`config.mk`:
```
export PLATFORM = sky130hd
export DESIGN_NAME = motor_fault_warning_monitor
export DESIGN_NICKNAME = d
export VERILOG_FILES = /design/src/inc/fault_mon_pkg.sv /design/src/pin_sync.sv /design/src/warning_history.sv /design/src/motor_fault_warning_monitor.sv
export SDC_FILE = /design/constraint.sdc
export NUM_CORES = 1
export LEC_CHECK = 0
export ABC_CLOCK_PERIOD_IN_PS = 16300
export BUFFER_PORTS_ARGS = -buffer_cell sky130_fd_sc_hd__clkbuf_2
export CELL_PAD_IN_SITES_DETAIL_PLACEMENT = 0
export CELL_PAD_IN_SITES_GLOBAL_PLACEMENT = 1
export CORE_ASPECT_RATIO = 0.75
export CORE_MARGIN = 3
export CORE_UTILIZATION = 30
export CTS_BUF_LIST = sky130_fd_sc_hd__clkbuf_4
export DETAILED_ROUTE_END_ITERATION = 16
export GPL_TIMING_DRIVEN = 0
export PLACE_DENSITY = 0.65
export SLEW_MARGIN = 20
export SYNTH_ARGS = -nofsm -noshare
export SYNTH_HDL_FRONTEND = slang
export SYNTH_SLANG_ARGS = --single-unit
```
`constraint.sdc`:
```
create_clock -name core_clk_i -period 16.3 [get_ports core_clk_i]
set_input_delay 0.815 -clock core_clk_i [delete_from_list [all_inputs] [get_ports core_clk_i]]
set_output_delay 0.815 -clock core_clk_i [all_outputs]
set_load 0.02 [all_outputs]
```
`src/inc/fault_mon_pkg.sv`:
```
package fault_mon_pkg;
  localparam int DATA_W = 32;
  localparam int ADDR_W = 8;
  localparam int CODE_W = 7;
  localparam int HIST_DEPTH = 10;
  localparam int HIST_IDX_W = 4;
  // clock and power-up timing
  localparam int CLK_MHZ = 40;
  localparam int INIT_TIME_US = 250;
  localparam int INIT_CYCLES = INIT_TIME_US * CLK_MHZ;
  localparam int SYNC_STAGES = 2;
  // event codes
  localparam logic [CODE_W-1:0] CODE_DEV_ON = 7'h0A;
  localparam logic [CODE_W-1:0] CODE_DEV_OFF = 7'h0C;
  localparam logic [CODE_W-1:0] CODE_ABN_DATA = 7'h46;
  localparam logic [CODE_W-1:0] CODE_GEAR = 7'h47;
  localparam logic [CODE_W-1:0] CODE_RUN_SENSOR = 7'h1C;
  localparam logic [CODE_W-1:0] CODE_STORED_DATA = 7'h29;
  localparam logic [CODE_W-1:0] CODE_INIT_SENSOR = 7'h2A;
  localparam logic [CODE_W-1:0] CODE_INIT_ROTATION = 7'h2B;
  localparam logic [CODE_W-1:0] CODE_MOTOR_COMBO = 7'h2D;
  localparam logic [CODE_W-1:0] CODE_NONE = 7'h00;
  // limits
  localparam logic [15:0] INIT_SPEED_LIMIT_RPM = 16'h000F;
  localparam logic [31:0] GEAR_RES_MIN = 32'h0000_0064;
  localparam logic [31:0] GEAR_RES_MAX = 32'h0000_2710;
  // register offsets
  localparam logic [ADDR_W-1:0] REG_CTRL = 8'h00;
  localparam logic [ADDR_W-1:0] REG_ALM_LIMIT_ON = 8'h04;
  localparam logic [ADDR_W-1:0] REG_WRN_LIMIT_ON = 8'h08;
  localparam logic [ADDR_W-1:0] REG_LIMIT_OFF = 8'h0C;
  localparam logic [ADDR_W-1:0] REG_STATUS = 8'h10;
  localparam logic [ADDR_W-1:0] REG_DEVIATION = 8'h14;
  localparam logic [ADDR_W-1:0] REG_HIST_COUNT = 8'h18;
  localparam logic [ADDR_W-1:0] REG_HIST_BASE = 8'h40;
  // control bit positions
  localparam int CTRL_AUTO_RETURN = 0;
  localparam int CTRL_HIST_CLEAR = 1;
  localparam int CTRL_ALM_RESET = 2;
  // status bit positions
  localparam int STAT_WARNING = 0;
  localparam int STAT_ALARM = 1;
  localparam int STAT_INIT_DONE = 2;
  localparam int STAT_CURRENT_CUT = 3;
  localparam int STAT_CODE_LSB = 8;
  // reset values
  localparam logic [31:0] RST_ALM_LIMIT_ON = 32'h0000_2710;
  localparam logic [31:0] RST_WRN_LIMIT_ON = 32'h0000_1388;
  localparam logic [31:0] RST_LIMIT_OFF = 32'h0000_2710;
  localparam logic RST_AUTO_RETURN = 1'b0;
  // synchronised pin positions
  localparam int PIN_CURRENT_EN = 0;
  localparam int PIN_DEV_CLEAR = 1;
  localparam int PIN_ALM_RESET = 2;
  localparam int PIN_RETURN_HOME = 3;
  localparam int PIN_SENSOR_FAULT = 4;
  localparam int PIN_MOTOR_OK = 5;
  localparam int PIN_NVM_BAD = 6;
  localparam int PIN_ABN_WARN = 7;
  localparam int PIN_COUNT = 8;

  typedef enum logic {PHASE_INIT, PHASE_RUN} phase_t;
endpackage

```
`src/pin_sync.sv`:
```
`timescale 1ns/1ps
`default_nettype none
module pin_sync #(
  parameter int WIDTH = 8
) (
  // clock and reset
  input wire logic core_clk_i,
  input wire logic sys_rst_i,
  // pins
  input wire logic [WIDTH-1:0] async_i,
  output logic [WIDTH-1:0] sync_o
);
  logic [WIDTH-1:0] stage1;

  always_ff @(posedge core_clk_i) begin
    if (sys_rst_i) begin
      stage1 <= '0;
      sync_o <= '0;
    end else begin
      stage1 <= async_i;
      sync_o <= stage1;
    end
  end
endmodule // pin_sync
`default_nettype wire

```
`src/warning_history.sv`:
```
`timescale 1ns/1ps
`default_nettype none
module warning_history (
  // clock and reset
  input wire logic core_clk_i,
  input wire logic sys_rst_i,
  // control
  input wire logic clear_i,
  input wire logic push_i,
  input wire logic [fault_mon_pkg::CODE_W-1:0] code_i,
  // read side
  input wire logic [fault_mon_pkg::HIST_IDX_W-1:0] rd_idx_i,
  output logic [fault_mon_pkg::CODE_W-1:0] rd_code_o,
  output logic [fault_mon_pkg::HIST_IDX_W-1:0] count_o
);
  logic [fault_mon_pkg::CODE_W-1:0] entry [fault_mon_pkg::HIST_DEPTH];

  // entry 0 is newest; the oldest falls off the end when full
  genvar g;
  generate
    for (g = 0; g < fault_mon_pkg::HIST_DEPTH; g++) begin : g_entry
      if (g == 0) begin : g_head
        // a push in the clear cycle survives as the only entry
        always_ff @(posedge core_clk_i) begin
          if (sys_rst_i) begin
            entry[g] <= fault_mon_pkg::CODE_NONE;
          end else if (push_i) begin
            entry[g] <= code_i;
          end else if (clear_i) begin
            entry[g] <= fault_mon_pkg::CODE_NONE;
          end
        end
      end else begin : g_tail
        always_ff @(posedge core_clk_i) begin
          if (sys_rst_i || clear_i) begin
            entry[g] <= fault_mon_pkg::CODE_NONE;
          end else if (push_i) begin
            entry[g] <= entry[g-1];
          end
        end
      end
    end
  endgenerate

  always_ff @(posedge core_clk_i) begin
    if (sys_rst_i) begin
      count_o <= '0;
    end else if (clear_i) begin
      count_o <= push_i ? 4'h1 : 4'h0;
    end else if (push_i && count_o != 4'(fault_mon_pkg::HIST_DEPTH)) begin
      count_o <= count_o + 4'h1;
    end
  end

  assign rd_code_o = (rd_idx_i < 4'(fault_mon_pkg::HIST_DEPTH)) ? entry[rd_idx_i]
                                                                : fault_mon_pkg::CODE_NONE;
endmodule // warning_history
`default_nettype wire

```
`src/motor_fault_warning_monitor.sv`:
```
// Implementation choices: the address-and-strobe port and the register offsets.
`timescale 1ns/1ps
`default_nettype none
module motor_fault_warning_monitor #(
  parameter int INIT_CYCLES = fault_mon_pkg::INIT_CYCLES
) (
  // clock and reset
  input wire logic core_clk_i,
  input wire logic sys_rst_i,
  // host pins, asynchronous
  input wire logic current_enable_i,
  input wire logic deviation_clear_input_i,
  input wire logic alarm_reset_input_i,
  input wire logic return_home_req_i,
  // motor side status, asynchronous
  input wire logic sensor_fault_i,
  input wire logic motor_supported_i,
  input wire logic nvm_corrupt_i,
  input wire logic abnormal_data_warn_i,
  // position and speed from core logic
  input wire logic cmd_step_i,
  input wire logic cmd_dir_i,
  input wire logic act_step_i,
  input wire logic act_dir_i,
  input wire logic [15:0] shaft_speed_rpm_i,
  input wire logic [31:0] gear_resolution_i,
  // register port
  input wire logic [fault_mon_pkg::ADDR_W-1:0] reg_addr_i,
  input wire logic [fault_mon_pkg::DATA_W-1:0] reg_wdata_i,
  input wire logic reg_we_i,
  input wire logic reg_re_i,
  output logic [fault_mon_pkg::DATA_W-1:0] reg_rdata_o,
  // status outputs
  output logic warning_output_o,
  output logic alarm_o,
  output logic [fault_mon_pkg::CODE_W-1:0] alarm_code_o,
  output logic motor_current_cut_o,
  output logic init_done_o
);
  localparam logic [31:0] INIT_LAST = 32'(INIT_CYCLES - 1);

  logic [fault_mon_pkg::PIN_COUNT-1:0] pins;
  logic current_on;
  logic current_on_d;
  logic alarm_reset_input_d;
  logic home_d;
  fault_mon_pkg::phase_t phase;
  logic [31:0] init_cnt;
  logic signed [31:0] deviation;
  logic [31:0] abs_dev;
  logic [31:0] alm_limit_on;
  logic [31:0] wrn_limit_on;
  logic [31:0] limit_off;
  logic auto_return;
  logic [2:0] warn_prev;
  logic [2:0] warn_pend;

  pin_sync #(
    .WIDTH(fault_mon_pkg::PIN_COUNT)
  ) u_pin_sync (
    .core_clk_i(core_clk_i),
    .sys_rst_i(sys_rst_i),
    .async_i({abnormal_data_warn_i, nvm_corrupt_i, motor_supported_i, sensor_fault_i,
              return_home_req_i, alarm_reset_input_i, deviation_clear_input_i,
              current_enable_i}),
    .sync_o(pins)
  );

  assign current_on = pins[fault_mon_pkg::PIN_CURRENT_EN];

  // register decode
  wire wr_ctrl = reg_we_i && (reg_addr_i == fault_mon_pkg::REG_CTRL);
  wire wr_alm = reg_we_i && (reg_addr_i == fault_mon_pkg::REG_ALM_LIMIT_ON);
  wire wr_wrn = reg_we_i && (reg_addr_i == fault_mon_pkg::REG_WRN_LIMIT_ON);
  wire wr_off = reg_we_i && (reg_addr_i == fault_mon_pkg::REG_LIMIT_OFF);
  wire hist_clear = wr_ctrl && reg_wdata_i[fault_mon_pkg::CTRL_HIST_CLEAR];
  wire sw_alm_reset = wr_ctrl && reg_wdata_i[fault_mon_pkg::CTRL_ALM_RESET];

  // position deviation
  wire signed [31:0] cmd_delta = cmd_step_i ? (cmd_dir_i ? -32'sd1 : 32'sd1) : 32'sd0;
  wire signed [31:0] act_delta = act_step_i ? (act_dir_i ? -32'sd1 : 32'sd1) : 32'sd0;
  wire signed [31:0] next_deviation = deviation + cmd_delta - act_delta;
  // magnitude only; a 32-bit count cannot overflow within any real move
  assign abs_dev = deviation[31] ? 32'(-deviation) : 32'(deviation);
  // clear pin wins over a step in the same cycle

  always_ff @(posedge core_clk_i) begin
    if (sys_rst_i || pins[fault_mon_pkg::PIN_DEV_CLEAR]) begin
      deviation <= '0;
    end else begin
      deviation <= next_deviation;
    end
  end

  // configuration registers
  // a new limit acts from the next compare on
  always_ff @(posedge core_clk_i) begin
    if (sys_rst_i) begin
      alm_limit_on <= fault_mon_pkg::RST_ALM_LIMIT_ON;
      wrn_limit_on <= fault_mon_pkg::RST_WRN_LIMIT_ON;
      limit_off <= fault_mon_pkg::RST_LIMIT_OFF;
      auto_return <= fault_mon_pkg::RST_AUTO_RETURN;
    end else begin
      if (wr_alm) alm_limit_on <= reg_wdata_i;
      if (wr_wrn) wrn_limit_on <= reg_wdata_i;
      if (wr_off) limit_off <= reg_wdata_i;
      if (wr_ctrl) auto_return <= reg_wdata_i[fault_mon_pkg::CTRL_AUTO_RETURN];
    end
  end

  // power-up initialisation window
  // gear resolution is judged once, at the last init cycle
  always_ff @(posedge core_clk_i) begin
    if (sys_rst_i) begin
      phase <= fault_mon_pkg::PHASE_INIT;
      init_cnt <= '0;
    end else begin
      case (phase)
        fault_mon_pkg::PHASE_INIT: begin
          init_cnt <= init_cnt + 32'h0000_0001;
          if (init_cnt == INIT_LAST) phase <= fault_mon_pkg::PHASE_RUN;
        end
        default: begin
          init_cnt <= init_cnt;
        end
      endcase
    end
  end

  wire in_init = (phase == fault_mon_pkg::PHASE_INIT);
  wire init_end = in_init && (init_cnt == INIT_LAST);
  // the synchroniser holds reset zeros for two edges and a low motor pin
  // means unsupported, so the motor check waits for real pin values
  wire pins_valid = !in_init || (init_cnt >= 32'(fault_mon_pkg::SYNC_STAGES));

  // warning conditions, levels straight from their causes
  wire warn_dev_on = current_on && (abs_dev > wrn_limit_on);
  wire warn_dev_off = !current_on && auto_return && (abs_dev > limit_off);
  wire warn_abn = pins[fault_mon_pkg::PIN_ABN_WARN];
  wire [2:0] warn_now = {warn_abn, warn_dev_off, warn_dev_on};
  wire any_warn = |warn_now;

  // each new warning queued for the history; one logged per cycle
  // a warning that stays active is logged only once
  wire [2:0] warn_rise = warn_now & ~warn_prev;
  wire [2:0] pend_all = warn_pend | warn_rise;
  wire [2:0] pend_pick = pend_all & (~pend_all + 3'b001);
  wire hist_push = |pend_all;
  wire [fault_mon_pkg::CODE_W-1:0] hist_code = pend_pick[0] ? fault_mon_pkg::CODE_DEV_ON :
                                              pend_pick[1] ? fault_mon_pkg::CODE_DEV_OFF :
                                                             fault_mon_pkg::CODE_ABN_DATA;

  always_ff @(posedge core_clk_i) begin
    if (sys_rst_i) begin
      warn_prev <= '0;
      warn_pend <= '0;
    end else begin
      warn_prev <= warn_now;
      warn_pend <= pend_all & ~pend_pick;
    end
  end

  // alarm causes in priority order, lower index wins
  wire gear_bad = (gear_resolution_i < fault_mon_pkg::GEAR_RES_MIN) ||
                  (gear_resolution_i > fault_mon_pkg::GEAR_RES_MAX);
  wire sensor_bad = pins[fault_mon_pkg::PIN_SENSOR_FAULT];
  wire [8:0] alm_cause;
  assign alm_cause[0] = pins[fault_mon_pkg::PIN_NVM_BAD];
  assign alm_cause[1] = pins_valid && !pins[fault_mon_pkg::PIN_MOTOR_OK];
  assign alm_cause[2] = in_init && sensor_bad;
  assign alm_cause[3] = in_init && (shaft_speed_rpm_i >= fault_mon_pkg::INIT_SPEED_LIMIT_RPM);
  assign alm_cause[4] = init_end && gear_bad;
  assign alm_cause[5] = !in_init && current_on && sensor_bad;
  assign alm_cause[6] = current_on && (abs_dev > alm_limit_on);
  // enable edge, so a held enable raises it once
  assign alm_cause[7] = current_on && !current_on_d && warn_prev[1];
  assign alm_cause[8] = pins[fault_mon_pkg::PIN_RETURN_HOME] && !home_d && warn_abn;

  // one code per latch; priority keeps simultaneous causes deterministic
  logic [fault_mon_pkg::CODE_W-1:0] cause_code;
  always_comb begin
    cause_code = fault_mon_pkg::CODE_NONE;
    if (alm_cause[0]) cause_code = fault_mon_pkg::CODE_STORED_DATA;
    else if (alm_cause[1]) cause_code = fault_mon_pkg::CODE_MOTOR_COMBO;
    else if (alm_cause[2]) cause_code = fault_mon_pkg::CODE_INIT_SENSOR;
    else if (alm_cause[3]) cause_code = fault_mon_pkg::CODE_INIT_ROTATION;
    else if (alm_cause[4]) cause_code = fault_mon_pkg::CODE_GEAR;
    else if (alm_cause[5]) cause_code = fault_mon_pkg::CODE_RUN_SENSOR;
    else if (alm_cause[6]) cause_code = fault_mon_pkg::CODE_DEV_ON;
    else if (alm_cause[7]) cause_code = fault_mon_pkg::CODE_DEV_OFF;
    else if (alm_cause[8]) cause_code = fault_mon_pkg::CODE_ABN_DATA;
  end

  wire new_alarm = |alm_cause;
  // only deviation and abnormal-data alarms give way to a reset
  // fatal codes wait for a power cycle once the cause is fixed
  wire resettable = (alarm_code_o == fault_mon_pkg::CODE_DEV_ON) ||
                    (alarm_code_o == fault_mon_pkg::CODE_DEV_OFF) ||
                    (alarm_code_o == fault_mon_pkg::CODE_ABN_DATA);
  // a held pin never resets; only its falling edge does
  wire pin_reset = alarm_reset_input_d && !pins[fault_mon_pkg::PIN_ALM_RESET];
  wire do_reset = alarm_o && resettable && (pin_reset || sw_alm_reset);
  wire next_cut = (cause_code != fault_mon_pkg::CODE_ABN_DATA);

  // first alarm is latched; a new cause in the reset cycle wins
  always_ff @(posedge core_clk_i) begin
    if (sys_rst_i) begin
      alarm_o <= 1'b0;
      alarm_code_o <= fault_mon_pkg::CODE_NONE;
      motor_current_cut_o <= 1'b0;
    end else if (new_alarm && (!alarm_o || do_reset)) begin
      alarm_o <= 1'b1;
      alarm_code_o <= cause_code;
      motor_current_cut_o <= next_cut;
    end else if (do_reset) begin
      alarm_o <= 1'b0;
      alarm_code_o <= fault_mon_pkg::CODE_NONE;
      motor_current_cut_o <= 1'b0;
    end
  end

  always_ff @(posedge core_clk_i) begin
    if (sys_rst_i) begin
      current_on_d <= 1'b0;
      alarm_reset_input_d <= 1'b0;
      home_d <= 1'b0;
      warning_output_o <= 1'b0;
      init_done_o <= 1'b0;
    end else begin
      current_on_d <= current_on;
      alarm_reset_input_d <= pins[fault_mon_pkg::PIN_ALM_RESET];
      home_d <= pins[fault_mon_pkg::PIN_RETURN_HOME];
      // warning never touches the current cut; follows causes directly
      warning_output_o <= any_warn;
      init_done_o <= !in_init;
    end
  end

  // history, cleared by power-up reset or software
  logic [fault_mon_pkg::CODE_W-1:0] hist_rd_code;
  logic [fault_mon_pkg::HIST_IDX_W-1:0] hist_count;
  localparam int ADDR_OFF_W = fault_mon_pkg::ADDR_W;
  wire [ADDR_OFF_W-1:0] hist_off = reg_addr_i - fault_mon_pkg::REG_HIST_BASE;

  warning_history u_history (
    .core_clk_i(core_clk_i),
    .sys_rst_i(sys_rst_i),
    .clear_i(hist_clear),
    .push_i(hist_push),
    .code_i(hist_code),
    .rd_idx_i(hist_off[5:2]),
    .rd_code_o(hist_rd_code),
    .count_o(hist_count)
  );

  // read mux
  wire is_hist = (reg_addr_i >= fault_mon_pkg::REG_HIST_BASE) &&
                 (hist_off < 8'(fault_mon_pkg::HIST_DEPTH * 4)) && (hist_off[1:0] == 2'b00);
  wire [31:0] status_word = {17'h0_0000, alarm_code_o, 4'h0, motor_current_cut_o,
                             init_done_o, alarm_o, warning_output_o};
  logic [31:0] rd_mux;
  always_comb begin
    rd_mux = 32'h0000_0000;
    if (reg_addr_i == fault_mon_pkg::REG_CTRL) rd_mux = {31'h0000_0000, auto_return};
    else if (reg_addr_i == fault_mon_pkg::REG_ALM_LIMIT_ON) rd_mux = alm_limit_on;
    else if (reg_addr_i == fault_mon_pkg::REG_WRN_LIMIT_ON) rd_mux = wrn_limit_on;
    else if (reg_addr_i == fault_mon_pkg::REG_LIMIT_OFF) rd_mux = limit_off;
    else if (reg_addr_i == fault_mon_pkg::REG_STATUS) rd_mux = status_word;
    else if (reg_addr_i == fault_mon_pkg::REG_DEVIATION) rd_mux = deviation;
    else if (reg_addr_i == fault_mon_pkg::REG_HIST_COUNT) rd_mux = {28'h000_0000, hist_count};
    else if (is_hist) rd_mux = {25'h000_0000, hist_rd_code};
  end

  // zero outside the read cycle, so stale data never looks valid
  always_ff @(posedge core_clk_i) begin
    if (sys_rst_i) begin
      reg_rdata_o <= '0;
    end else if (reg_re_i) begin
      reg_rdata_o <= rd_mux;
    end else begin
      reg_rdata_o <= '0;
    end
  end
endmodule // motor_fault_warning_monitor
`default_nettype wire

```
# Yosys cells after proc, flatten, opt, wreduce, memory -nomap -nowiden
# Memories as Yosys holds them, arrays and structs flattened.
# Cells that the tools add are included.
# Widths: inputs -> output; s select.
dict set report word_totals {
  input_bits 104
  ram_bits 70
  out_inout_bits 43
  memories 1
  regBits 234
}
# name depth width rd rd_clocked_by_memory_dff wr line_no
set mem_list {}
lappend mem_list {u_history.entry 10 7 10 0 10 warning_history.sv:16} ;# logic [fault_mon_pkg::CODE_W-1:0] entry [fault_mon_pkg::HIST_DEPTH];
dict set report classes {
  n_reduce_logical 51
  n_addsub 7
  n_eq_ne 12
  n_mux 59
  n_bitwise 20
  order_cmp 10
}
# cell n
set ops {}
lappend ops {{$mux 32} 10}
lappend ops {{$mux 7} 27}
lappend ops {{$gt 32x32->1} 3}
lappend ops {{$add 32x1->32 const B} 1}
lappend ops {{$add 32x32->32} 1}
lappend ops {{$eq 32x14->1 const B} 1}
lappend ops {{$ge 32x2->1 const B} 1}
lappend ops {{$gt 32x14->1 const B} 1}
lappend ops {{$lt 32x7->1 const B} 1}
lappend ops {{$neg 32->32} 1}
lappend ops {{$sub 32x32->32} 1}
lappend ops {{$logic_and 1x1->1} 28}
lappend ops {{$eq 8x5->1 const B} 3}
lappend ops {{$mux 1} 20}
lappend ops {{$eq 8x4->1 const B} 2}
lappend ops {{$ge 16x4->1 const B} 1}
lappend ops {{$eq 7x4->1 const B} 2}
lappend ops {{$or 1x1->1} 11}
lappend ops {{$and 3x3->3} 3}
lappend ops {{$not 3->3} 3}
lappend ops {{$reduce_or 3->1} 3}
lappend ops {{$reduce_or 9->1} 1}
lappend ops {{$eq 8x3->1 const B} 1}
lappend ops {{$ge 8x7->1 const B} 1}
lappend ops {{17 further kinds} 32}

# Logic depth before layout (Yosys ltp)
# Gate-level depths: netlist of the first run.
dict set report logic_depth {
  word_depth 14
  ltp_mapped 23
  ltp_nobuf 21
}

# Hierarchy
# Synthesis of the first run repeated with hierarchy kept, for this count alone.
dict set report hier_totals {
  hier_cells 2028
  hier_area_um2 17697.0
}
# module cells_per_inst instances area_each_um2
set by_module_without_submodules {}
lappend by_module_without_submodules {motor_fault_warning_monitor 1747 1 13760.7}
lappend by_module_without_submodules {warning_history 248 1 3472.1}
lappend by_module_without_submodules {pin_sync 33 1 464.2}

# Least setup slack after synthesis of the first run
# OpenSTA, ideal clock, no wires.
dict set report synth_timing {
  path_type {register to register}
  start {register deviation[3]}
  end {memory u_history.entry[1][1] (netlist name), enable pin}
  t_required_ns 15.796
  setup_ns 0.504
  arrival_time_ns 4.889
  stages_incl_launch_ff 19
  setup_slack_ns 10.907
  path_buffers 1
  path_cell_list {dfxtp_1 nor4_2 nand4_1 or3_1 or3_4 nand2b_4 or2_4 o41ai_4 xnor2_1 ha_1 nand4_1 or4_1 o21ai_2 nor2_1 a22oi_1 o311a_2 and2_1 buf_4 nand2_1}
}
# item line_no
set synth_lines {}
lappend synth_lines {{start, declared} motor_fault_warning_monitor.sv:49} ;# logic signed [31:0] deviation;
lappend synth_lines {{start signal, assigned} motor_fault_warning_monitor.sv:91} ;# deviation <= next_deviation;
lappend synth_lines {{end, declared} warning_history.sv:16}

==> results of run 1 <==
-- layer usage --
layer / track usage / routed length (um) / up-vias
met4: 0.0581 / 1250 / 2
li1: - / - / 7370
met3: 0.0360 / 3580 / 91
met1: 0.281 / 27900 / 7147
met2: 0.275 / 23100 / 477
met5: 0 / 13 / -
-- stage by stage --
step / area [um2] / worst slack [ns] / cells
6_report: 19200 / 10.25 / 2996
2_1_floorplan: 16600 / 10.91 / 1997
3_5_place_dp: 18200 / 10.34 / 2854
4_1_cts: 19200 / 10.30 / 2993
5_1_grt: 19200 / 9.96 / 2996
3_3_place_gp: 18200 / 9.58 / 2852
-- synthesized netlist by cell type, types with 38 or more instances --
master / instances
o21ai_0: 58
and2_1: 44
dfxtp_1: 233
nand2_1: 240
mux2i_1: 38
edfxtp_1: 40
nor2_1: 182
nand4_1: 41
a21oi_1: 216
inv_1: 201
nor2b_1: 41
nor3_1: 38
clkbuf_1: 64
xnor2_1: 49
ha_1: 133
-- cells by family after synthesis --
family	Yosys count	share of synthesized area
AO/OA/AOI/OAI	426	0.157
AND/OR/NAND/NOR	710	0.204
flip-flops	273	0.354
XOR/XNOR	83	0.0438
buffers and inverters	292	0.0678
multiplexers	49	0.0358
adder cells (fa/ha/maj)	164	0.138
-- state kept, by name, indices dropped and copies added (netlist names), 2 cells and up --
name               flops
reg_rdata_o           32
u_history.count_o      4
alm_limit_on          32
u_pin_sync.sync_o      8
u_pin_sync.stage1      8
wrn_limit_on          32
alarm_code_o           7
u_history.entry       40
limit_off             32
deviation             32
init_cnt              32
warn_pend              2
warn_prev              3
-- layout by cell type, fill, tap and decap left out, drive strengths merged, types with 9 or more instances in the layout --
cell type / n
a211o: 15
a211oi: 9
a21o: 28
a21oi: 216
and2: 44
buf: 20
clkbuf: 319
clkinv: 26
dfxtp: 233
edfxtp: 40
fa: 31
ha: 133
inv: 210
mux2i: 38
nand2: 240
nand2b: 14
nand3: 28
nand3b: 13
nand4: 41
nor2: 183
nor2b: 41
nor3: 38
nor4: 22
o21a: 9
o21ai: 65
o31ai: 12
or3: 14
or4: 9
xnor2: 49
xor2: 34
-- final timing paths --
path	to	cells after the start	from	slack, ns
max	u_history.entry[7][2]	18	deviation[3]	10.25
min	u_pin_sync.stage1[6]	2	nvm_corrupt_i	0.22
max reg2reg	u_history.entry[7][2]	18	deviation[3]	10.25
min reg2reg	u_pin_sync.sync_o[0]	1	u_pin_sync.stage1[0]	0.43
-- power groups by stage --
stage               registers [mW]  clock network (mW)  logic, mW
floorplan                    0.795                   0      0.917
global placement             0.816                   0       1.22
detailed placement           0.818                   0       1.25
CTS                          0.804               0.660       1.26
global route                 0.811               0.693       1.44
finish                       0.804               0.634       1.27
-- cell type report --
class	count	area share
multi-input combinational	1432	0.500
buffer	82	0.0175
inverter	210	0.0411
clock buffer	112	0.0438
clock inverter	27	0.00580
timing repair buffer	145	0.0394
antenna	3	0.000391
sequential	273	0.306
tap	712	0.0464
==> run metrics, run 1 <==
status completed; DR vias/cell 5.04; Power Density 141 mW/mm2; Die X-Extent 277 um; worst-skew pair later-pin latency 0.81 ns; Post-Route Utilization 0.357; Static Leakage 7.82 nW; post_cts resized 0; Initial Util 0.308; Net Sw Frac 0.424; vias 15,100; number of cell rows 73; initial antenna violation count 3; Fmax 165 MHz; CTS Buffer Depth 3; total power 2.71 mW; cells taking the most area after synthesis dfxtp_1 (28%), ha_1 (10%), edfxtp_1 (7.2%); Die Ht 210 um; post-synthesis instance area 0.0166 mm2; Reg power frac 0.297; Iteration-0 DRC Markers 1,217; Avg WL per Cell 18.6 um; setup tns final 0 ns; # clock sinks 273; post-route ant nets 0; routability cong. 0.906; element type at the critical path start flip-flop; period utilisation layout 0.371; Clock power frac 0.234; Worst VDD drop 0.0000411 V; Clock transition at path regs 0.07 ns; grt total ovfl 0; Logic pwr share 0.469; Slew Limit Headroom 0.315; MaxCap Viol Count 0; Net Count, Synth 2,265; Multi-input gate area 0.00960 mm2; I/O pin cnt 147; Post-CTS Hold Fix Bufs 0; P&R area growth vs syn 15.8%; Primary FF master, synth dfxtp_1; Syn Area/Cell 8.30 um2; Synth top area share 0.281; FF/Latch Area 0.00587 mm2; # DRC 0; RSZ-0062 raised after global routing false; sequential element share of the synthesized area 0.354; Post-synth EDFFs 40; Worst EP required 16.94 ns; Die ar. 0.0582 mm2; Layout Skew 0.0503 ns; HPWL after detailed placement 43,400 um; sw power 1.15 mW; Tightest Hold Check Type input pin to flip-flop; global-route wire length before repair 85,500 um; Slowest Stage Delay on Critical Path 0.71 ns; drt total wl 55,800 um; critical path's top delay family simple AND/OR/NAND/NOR gates; async set-reset flop share out of synthesis 0; Final min period 6.05 ns; Layout fillers 5,639; critical path class flip-flop to flip-flop; CP Cell Sequence nor4_2, nand4_1, or3_1, or3_4, nand2b_4, or2_4, nor4_1, ha_1, nand4_1, nor4_1, nor3b_1, a21oi_1, o311a_2, and2_1, buf_4, nor2_2, buf_6, and2_1; Worst setup EP type flip-flop; Tightest Pin Transition 1.02 ns; area of the core 0.0538 mm2; Crit-path slowest cell nor4_1; Yosys warning count 0; Seq cells post-synth 273; final hold slack 0.222 ns; post-synthesis cell count 1,997; Cell Int Power 1.56 mW; pins over their slew limit 0; CTS H-Tree Depth 3; share of cells above drive strength 1 0.134; gr usage total 0.189; vias in the first global route 14,600; Post-CTS Setup Bufs 0; worst path bufs/invs 2; iteration count of the initial detailed-routing pass 5; final hold vios 0; clock root cell clkbuf_4; Final setup viols 0; Netlist cell types 75; crit-path max FO 10; CTS tree done; WP data arrival 6.69 ns; CTS Buf Count 78; pin count of the biggest net entering global routing 32; cell taking the most area after synthesis dfxtp_1; Port Buf Inserts 143; Layout Nets 2,490
(Power assumes the default switching activity.)
==> run 2: changes to the inputs <==
Settings changed: ABC_CLOCK_PERIOD_IN_PS 16300 to 5500, PLACE_DENSITY 0.65 to 0.67.
Clock period 16.3 ns to 5.5 ns, I/O delays scaled along.
==> run 2 against run 1 <==
Against the previous run: cell area rose by 3.6%; first-iteration DRC count fell by 9.9%; via count rose by 1.2%; critical path depth rose by 2; non-clock buffer count rose by 53; sequential share of layout area fell by 1.0 points; sequential power rose to 3.0 times the previous value; clock-buffer cell count fell by 2; die area did not move; power rose to 3.0 times the previous value; critical path type unchanged; largest power group unchanged.
==> run metrics, run 2 (synthesis gave the netlist of run 1 again) <==
Die ar. 0.0582 mm2; Most Crowded Layer GR met1; placed cells 2,854; I/O pin cnt 147; pin count of the biggest net entering global routing 32; post-route ant nets 0; drt total wl 56,700 um; commonest non-fill, non-tap cell in the layout nand2_1; global-route wire length before repair 87,100 um; Tightest Pin Transition 1.02 ns; grt met3 use 0.0315; # clock sinks 273; Layout Nets 2,542; period utilisation layout 0.962; Cell Count, Final, Fillers Out 3,048; Avg WL per Cell 18.6 um; Clock transition at path regs 0.07 ns; Port Buf Inserts 143; vias 15,300; worst-skew pair later-pin latency 0.83 ns; Largest register FFs 40; Final setup viols 0; Die Ht 210 um; commonest cells after routing, fill and taps aside nand2_1 (238), dfxtp_1 (230), a21oi_1 (214); Layout Skew 0.0636 ns; cells on worst reg2reg path 20; Fmax 189 MHz; critical path class flip-flop to flip-flop; P&R area growth vs syn 19.9%; Layout fillers 5,626; Post-Route Utilization 0.370; WP data arrival 5.82 ns; status completed; reg2reg end u_history.entry[6][6]; CTS Buffer Depth 3; initial antenna violation count 3; # DRC 0; Die X-Extent 277 um; gr usage total 0.192; CTS tree done; Final Cell Area 0.0199 mm2; FF-to-FF Start deviation[6]; crit-path max FO 10; area of the core 0.0538 mm2; Worst setup EP type flip-flop; vias in the first global route 14,800; Worst EP required 6.03 ns; GRT met2 Usage 0.282; placed inst area 0.0182 mm2; CTS Buf Count 77; final hold vios 0; flop2flop setup slack 0.21 ns; Top reg by flops u_history.entry; final hold slack 0.0988 ns; share of cells above drive strength 1 0.144; CTS H-Tree Depth 3; Hold Startpoint shaft_speed_rpm_i[10]; pins over their slew limit 0; number of cell rows 73; grt total ovfl 0; routability cong. 0.940; Static Leakage 8.10 nW; Tightest Hold Check Type input pin to flip-flop; HPWL after detailed placement 43,700 um; Final min period 5.29 ns; Power Density 414 mW/mm2; clock root cell clkbuf_4; element type at the critical path start flip-flop; Hold Path End alarm_code_o[0]; Worst VDD drop 0.000159 V; depth of the worst hold-timing path 6; iteration count of the initial detailed-routing pass 5; DR vias/cell 5.01; Initial Util 0.308; Slew Limit Headroom 0.318; Iteration-0 DRC Markers 1,097; MaxCap Viol Count 0; Global Route met1 Usage 0.287
## run 2: changes by cell type in the layout (fill, tap and decap cells not counted), sizes merged
cell | before | now
dlygate4sd3 | 0 | 46
buf | 20 | 27
clkbuf | 319 | 317
clkinv | 26 | 28
diode | 3 | 1
bufinv | 0 | 1
clkinvlp | 1 | 2
inv | 210 | 209
## run 2: power breakdown
group	total (mW)	leakage (nW)	internal [mW]	switching, mW
Clock	1.94	0.582	0.975	0.968
Combinational	3.88	5.20	1.58	2.31
Sequential	2.39	2.32	2.20	0.198
## run 2: routing by layer
metal | wire [um] | part of all wire
met4 | 1190 | 0.021
met3 | 3020 | 0.053
met5 | 0 | 0
met2 | 23800 | 0.42
met1 | 28700 | 0.51
## run 2: critical path, cell delays in order (launching register included)
cell	delay, ns
dfxtp_2	0.37
nor4_4	0.30
nand4_1	0.19
or3_4	0.42
or3_4	0.40
nand2b_4	0.16
or2_4	0.30
o41ai_4	0.26
xnor2_2	0.15
ha_1	0.32
nand4_1	0.17
or4_4	0.51
o21ai_4	0.18
nor2_1	0.07
a22oi_2	0.27
o311a_4	0.25
and2_1	0.12
buf_4	0.15
nor2_2	0.10
buf_6	0.16
and2_1	0.15
## run 2: area by class of cell
| type | count | area [um2] | area share |
|---|---|---|---|
| multi-input cells | 1432 | 9740 | 0.490 |
| well taps | 712 | 891 | 0.0448 |
| diodes | 1 | 2.50 | 0.000126 |
| repair buffers | 198 | 1270 | 0.0638 |
| plain buffers | 82 | 337 | 0.0169 |
| clock buffers | 110 | 826 | 0.0415 |
| clock inverters | 30 | 159 | 0.00799 |
| flip-flops and latches | 273 | 5870 | 0.295 |
| inverters | 210 | 788 | 0.0396 |
## run 2: timing repair
item,CTS,global route
endpoints found under the hold margin,114,0
gates resized for setup,14,15
endpoints found under the setup margin,88,84
hold buffers,46,0
pin swaps,2,10
setup buffers,3,4
## run 2: through the flow
stage                     TNS, ns  setup slack [ns]  total power [mW]
after floorplan                 0             0.107              5.07
after global placement     -56.76             -1.20              6.04
after detailed placement   -30.35            -0.454              6.11
after CTS                       0            0.0297              8.20
after global routing      -0.0828           -0.0162              8.90
final                           0             0.209              8.22
## run 2: how the worst max path moves through the flow
stage | start | end | slack (ns) | cells past startpoint
6_report | deviation[6] | u_history.entry[6][6] | 0.21 | 20
5_1_grt | deviation[6] | u_history.entry[8][2] | -0.02 | 20
4_1_cts | deviation[0] | u_history.entry[9][6] | 0.03 | 23
3_5_place_dp | deviation[3] | u_history.entry[6][1] | -0.45 | 18
3_3_place_gp | deviation[3] | u_history.entry[8][6] | -1.20 | 17
2_1_floorplan | deviation[3] | u_history.entry[1][1] | 0.11 | 18
==> run 3: changes to the inputs <==
Settings changed: CORE_ASPECT_RATIO 0.75 to 0.8.
==> run 3 against run 2 <==
Against the previous run: die area about the same; fmax up 0.52%; sequential share of layout area up 0.059 points; non-clock buffer count down 6; worst setup slack better by 0.027 ns; clock skew down 0.0028 ns; global-route usage about the same.
==> run metrics, run 3 (synthesis gave the netlist of run 1 again) <==
status completed; element type at the critical path start flip-flop; Worst EP required 6.13 ns; Clock transition at path regs 0.06 ns; Die ar. 0.0581 mm2; Die Ht 216 um; drt total wl 56,000 um; Fmax 190 MHz; Largest register FFs 40; CP Cell Sequence nor4_4, nand4_1, or3_4, or3_4, nand2b_4, or2_4, o41ai_4, xnor2_2, ha_1, a21o_1, a21o_1, a21oi_1, o31ai_1, o31ai_2, a41o_1, clkbuf_1, mux2i_1, nor2_1; number of cell rows 76; Tightest Pin Transition 1.02 ns; # DRC 0; Port Buf Inserts 143; global-route wire length before repair 85,900 um; final hold vios 0; CTS tree done; period utilisation layout 0.957; grt total ovfl 0; Top reg by flops u_history.entry; Layout Skew 0.0608 ns; WP data arrival 5.89 ns; Tightest Hold Check Type input pin to flip-flop; Post-Route Utilization 0.366; # clock sinks 273; Final WS setup 0.236 ns; share of cells above drive strength 1 0.143; Slew Limit Headroom 0.321; Die X-Extent 269 um; Layout Nets 2,538; pin count of the biggest net entering global routing 34; iteration count of the initial detailed-routing pass 7; Cell Count, Final, Fillers Out 3,035; MaxCap Viol Count 0; Iteration-0 DRC Markers 1,006; Static Leakage 8.10 nW; Worst VDD drop 0.000137 V; CTS H-Tree Depth 3; worst-skew pair later-pin latency 0.82 ns; Power Density 415 mW/mm2; total power 8.25 mW; Avg WL per Cell 18.5 um; commonest non-fill, non-tap cell in the layout nand2_1; gr usage total 0.192; HPWL after detailed placement 43,200 um; critical path class flip-flop to flip-flop; dpl ws -0.560 ns; post-route ant nets 0; commonest cells after routing, fill and taps aside nand2_1 (238), dfxtp_1 (230), a21oi_1 (214); CTS Buf Count 79; CTS Buffer Depth 3; Final min period 5.26 ns; clock root cell clkbuf_4; Worst setup EP type flip-flop; Crit-path slowest cell o31ai_2; routability cong. 0.925; vias 15,100; vias in the first global route 14,800; placed cells 2,844; I/O pin cnt 147; Final setup viols 0; crit-path max FO 10; Hold Startpoint act_step_i; Slowest Stage Delay on Critical Path 0.53 ns; P&R area growth vs syn 19.7%; Initial Util 0.306; FF-to-FF Start deviation[6]; area of the core 0.0542 mm2; Layout fillers 5,717; pins over their slew limit 0; Critical path origin deviation[6]; initial antenna violation count 3; DR vias/cell 4.98
[run 3: changes by cell type in the layout (fill, tap and decap cells not counted), sizes merged]
cell and delta:
bufinv +1, dlygate4sd3 -4, clkbuf +5, buf -2, clkinv -4, diode +3, clkinvlp -2
[run 3: through the flow]
step	TNS (ns)	hold slack, ns	instance area (um2)
after floorplan	0	0.393	16600
after global placement	-60.92	0.417	18200
after detailed placement	-37.88	0.426	18200
after CTS	0	0.0548	19700
after global routing	-0.658	0.0813	19900
final	0	0.118	19900
[run 3: per-layer routing]
metal / track usage / vias to the layer above / wire length (um)
met2: 0.286 / 426 / 23800
met4: 0.0618 / 0 / 1490
met3: 0.0428 / 89 / 3680
met1: 0.275 / 7157 / 27000
li1: - / 7453 / -
met5: 0 / - / 0
[run 3: repair_timing]
action,4_1_cts,5_1_grt
hold endpoints to repair,109,0
hold buffers,42,0
buffers inserted,2,3
pin swaps,2,13
gates resized for setup,10,20
cloned,0,0
setup endpoints to repair,88,86
[run 3: final cells by class]
type / count / area (um2) / share of cell area
diodes: 4 / 10.0 / 0.000504
plain buffers: 82 / 340 / 0.0171
clock buffers: 115 / 863 / 0.0435
clock inverters: 25 / 149 / 0.00750
inverters: 210 / 788 / 0.0397
multi-input cells: 1432 / 9730 / 0.490
flip-flops and latches: 273 / 5870 / 0.296
well taps: 702 / 878 / 0.0442
repair buffers: 192 / 1220 / 0.0615
[run 3: final timing paths]
path                                             end  slack, ns  cells after the start
worst max-delay path                 alarm_code_o[0]       0.24                     18
worst min register to register  u_pin_sync.sync_o[7]       0.43                      1
worst min-delay path                    deviation[1]       0.12                      4
worst max register to register       alarm_code_o[0]       0.24                     18
[run 3: critical path, delay by kind of cell (launching register included)]
family | cells | cell delay [ns]
xor+xnor | 1 | 0.20
simple gates | 7 | 1.73
compound gates | 7 | 1.89
mux | 1 | 0.26
fa+ha+maj | 1 | 0.31
buf+inv | 1 | 0.34
flops | 1 | 0.37
[run 3: report_power, final]
group | switching (mW) | internal (mW) | leakage [nW]
clock network | 0.931 | 1.05 | 0.601
registers | 0.199 | 2.20 | 2.32
logic | 2.30 | 1.57 | 5.18
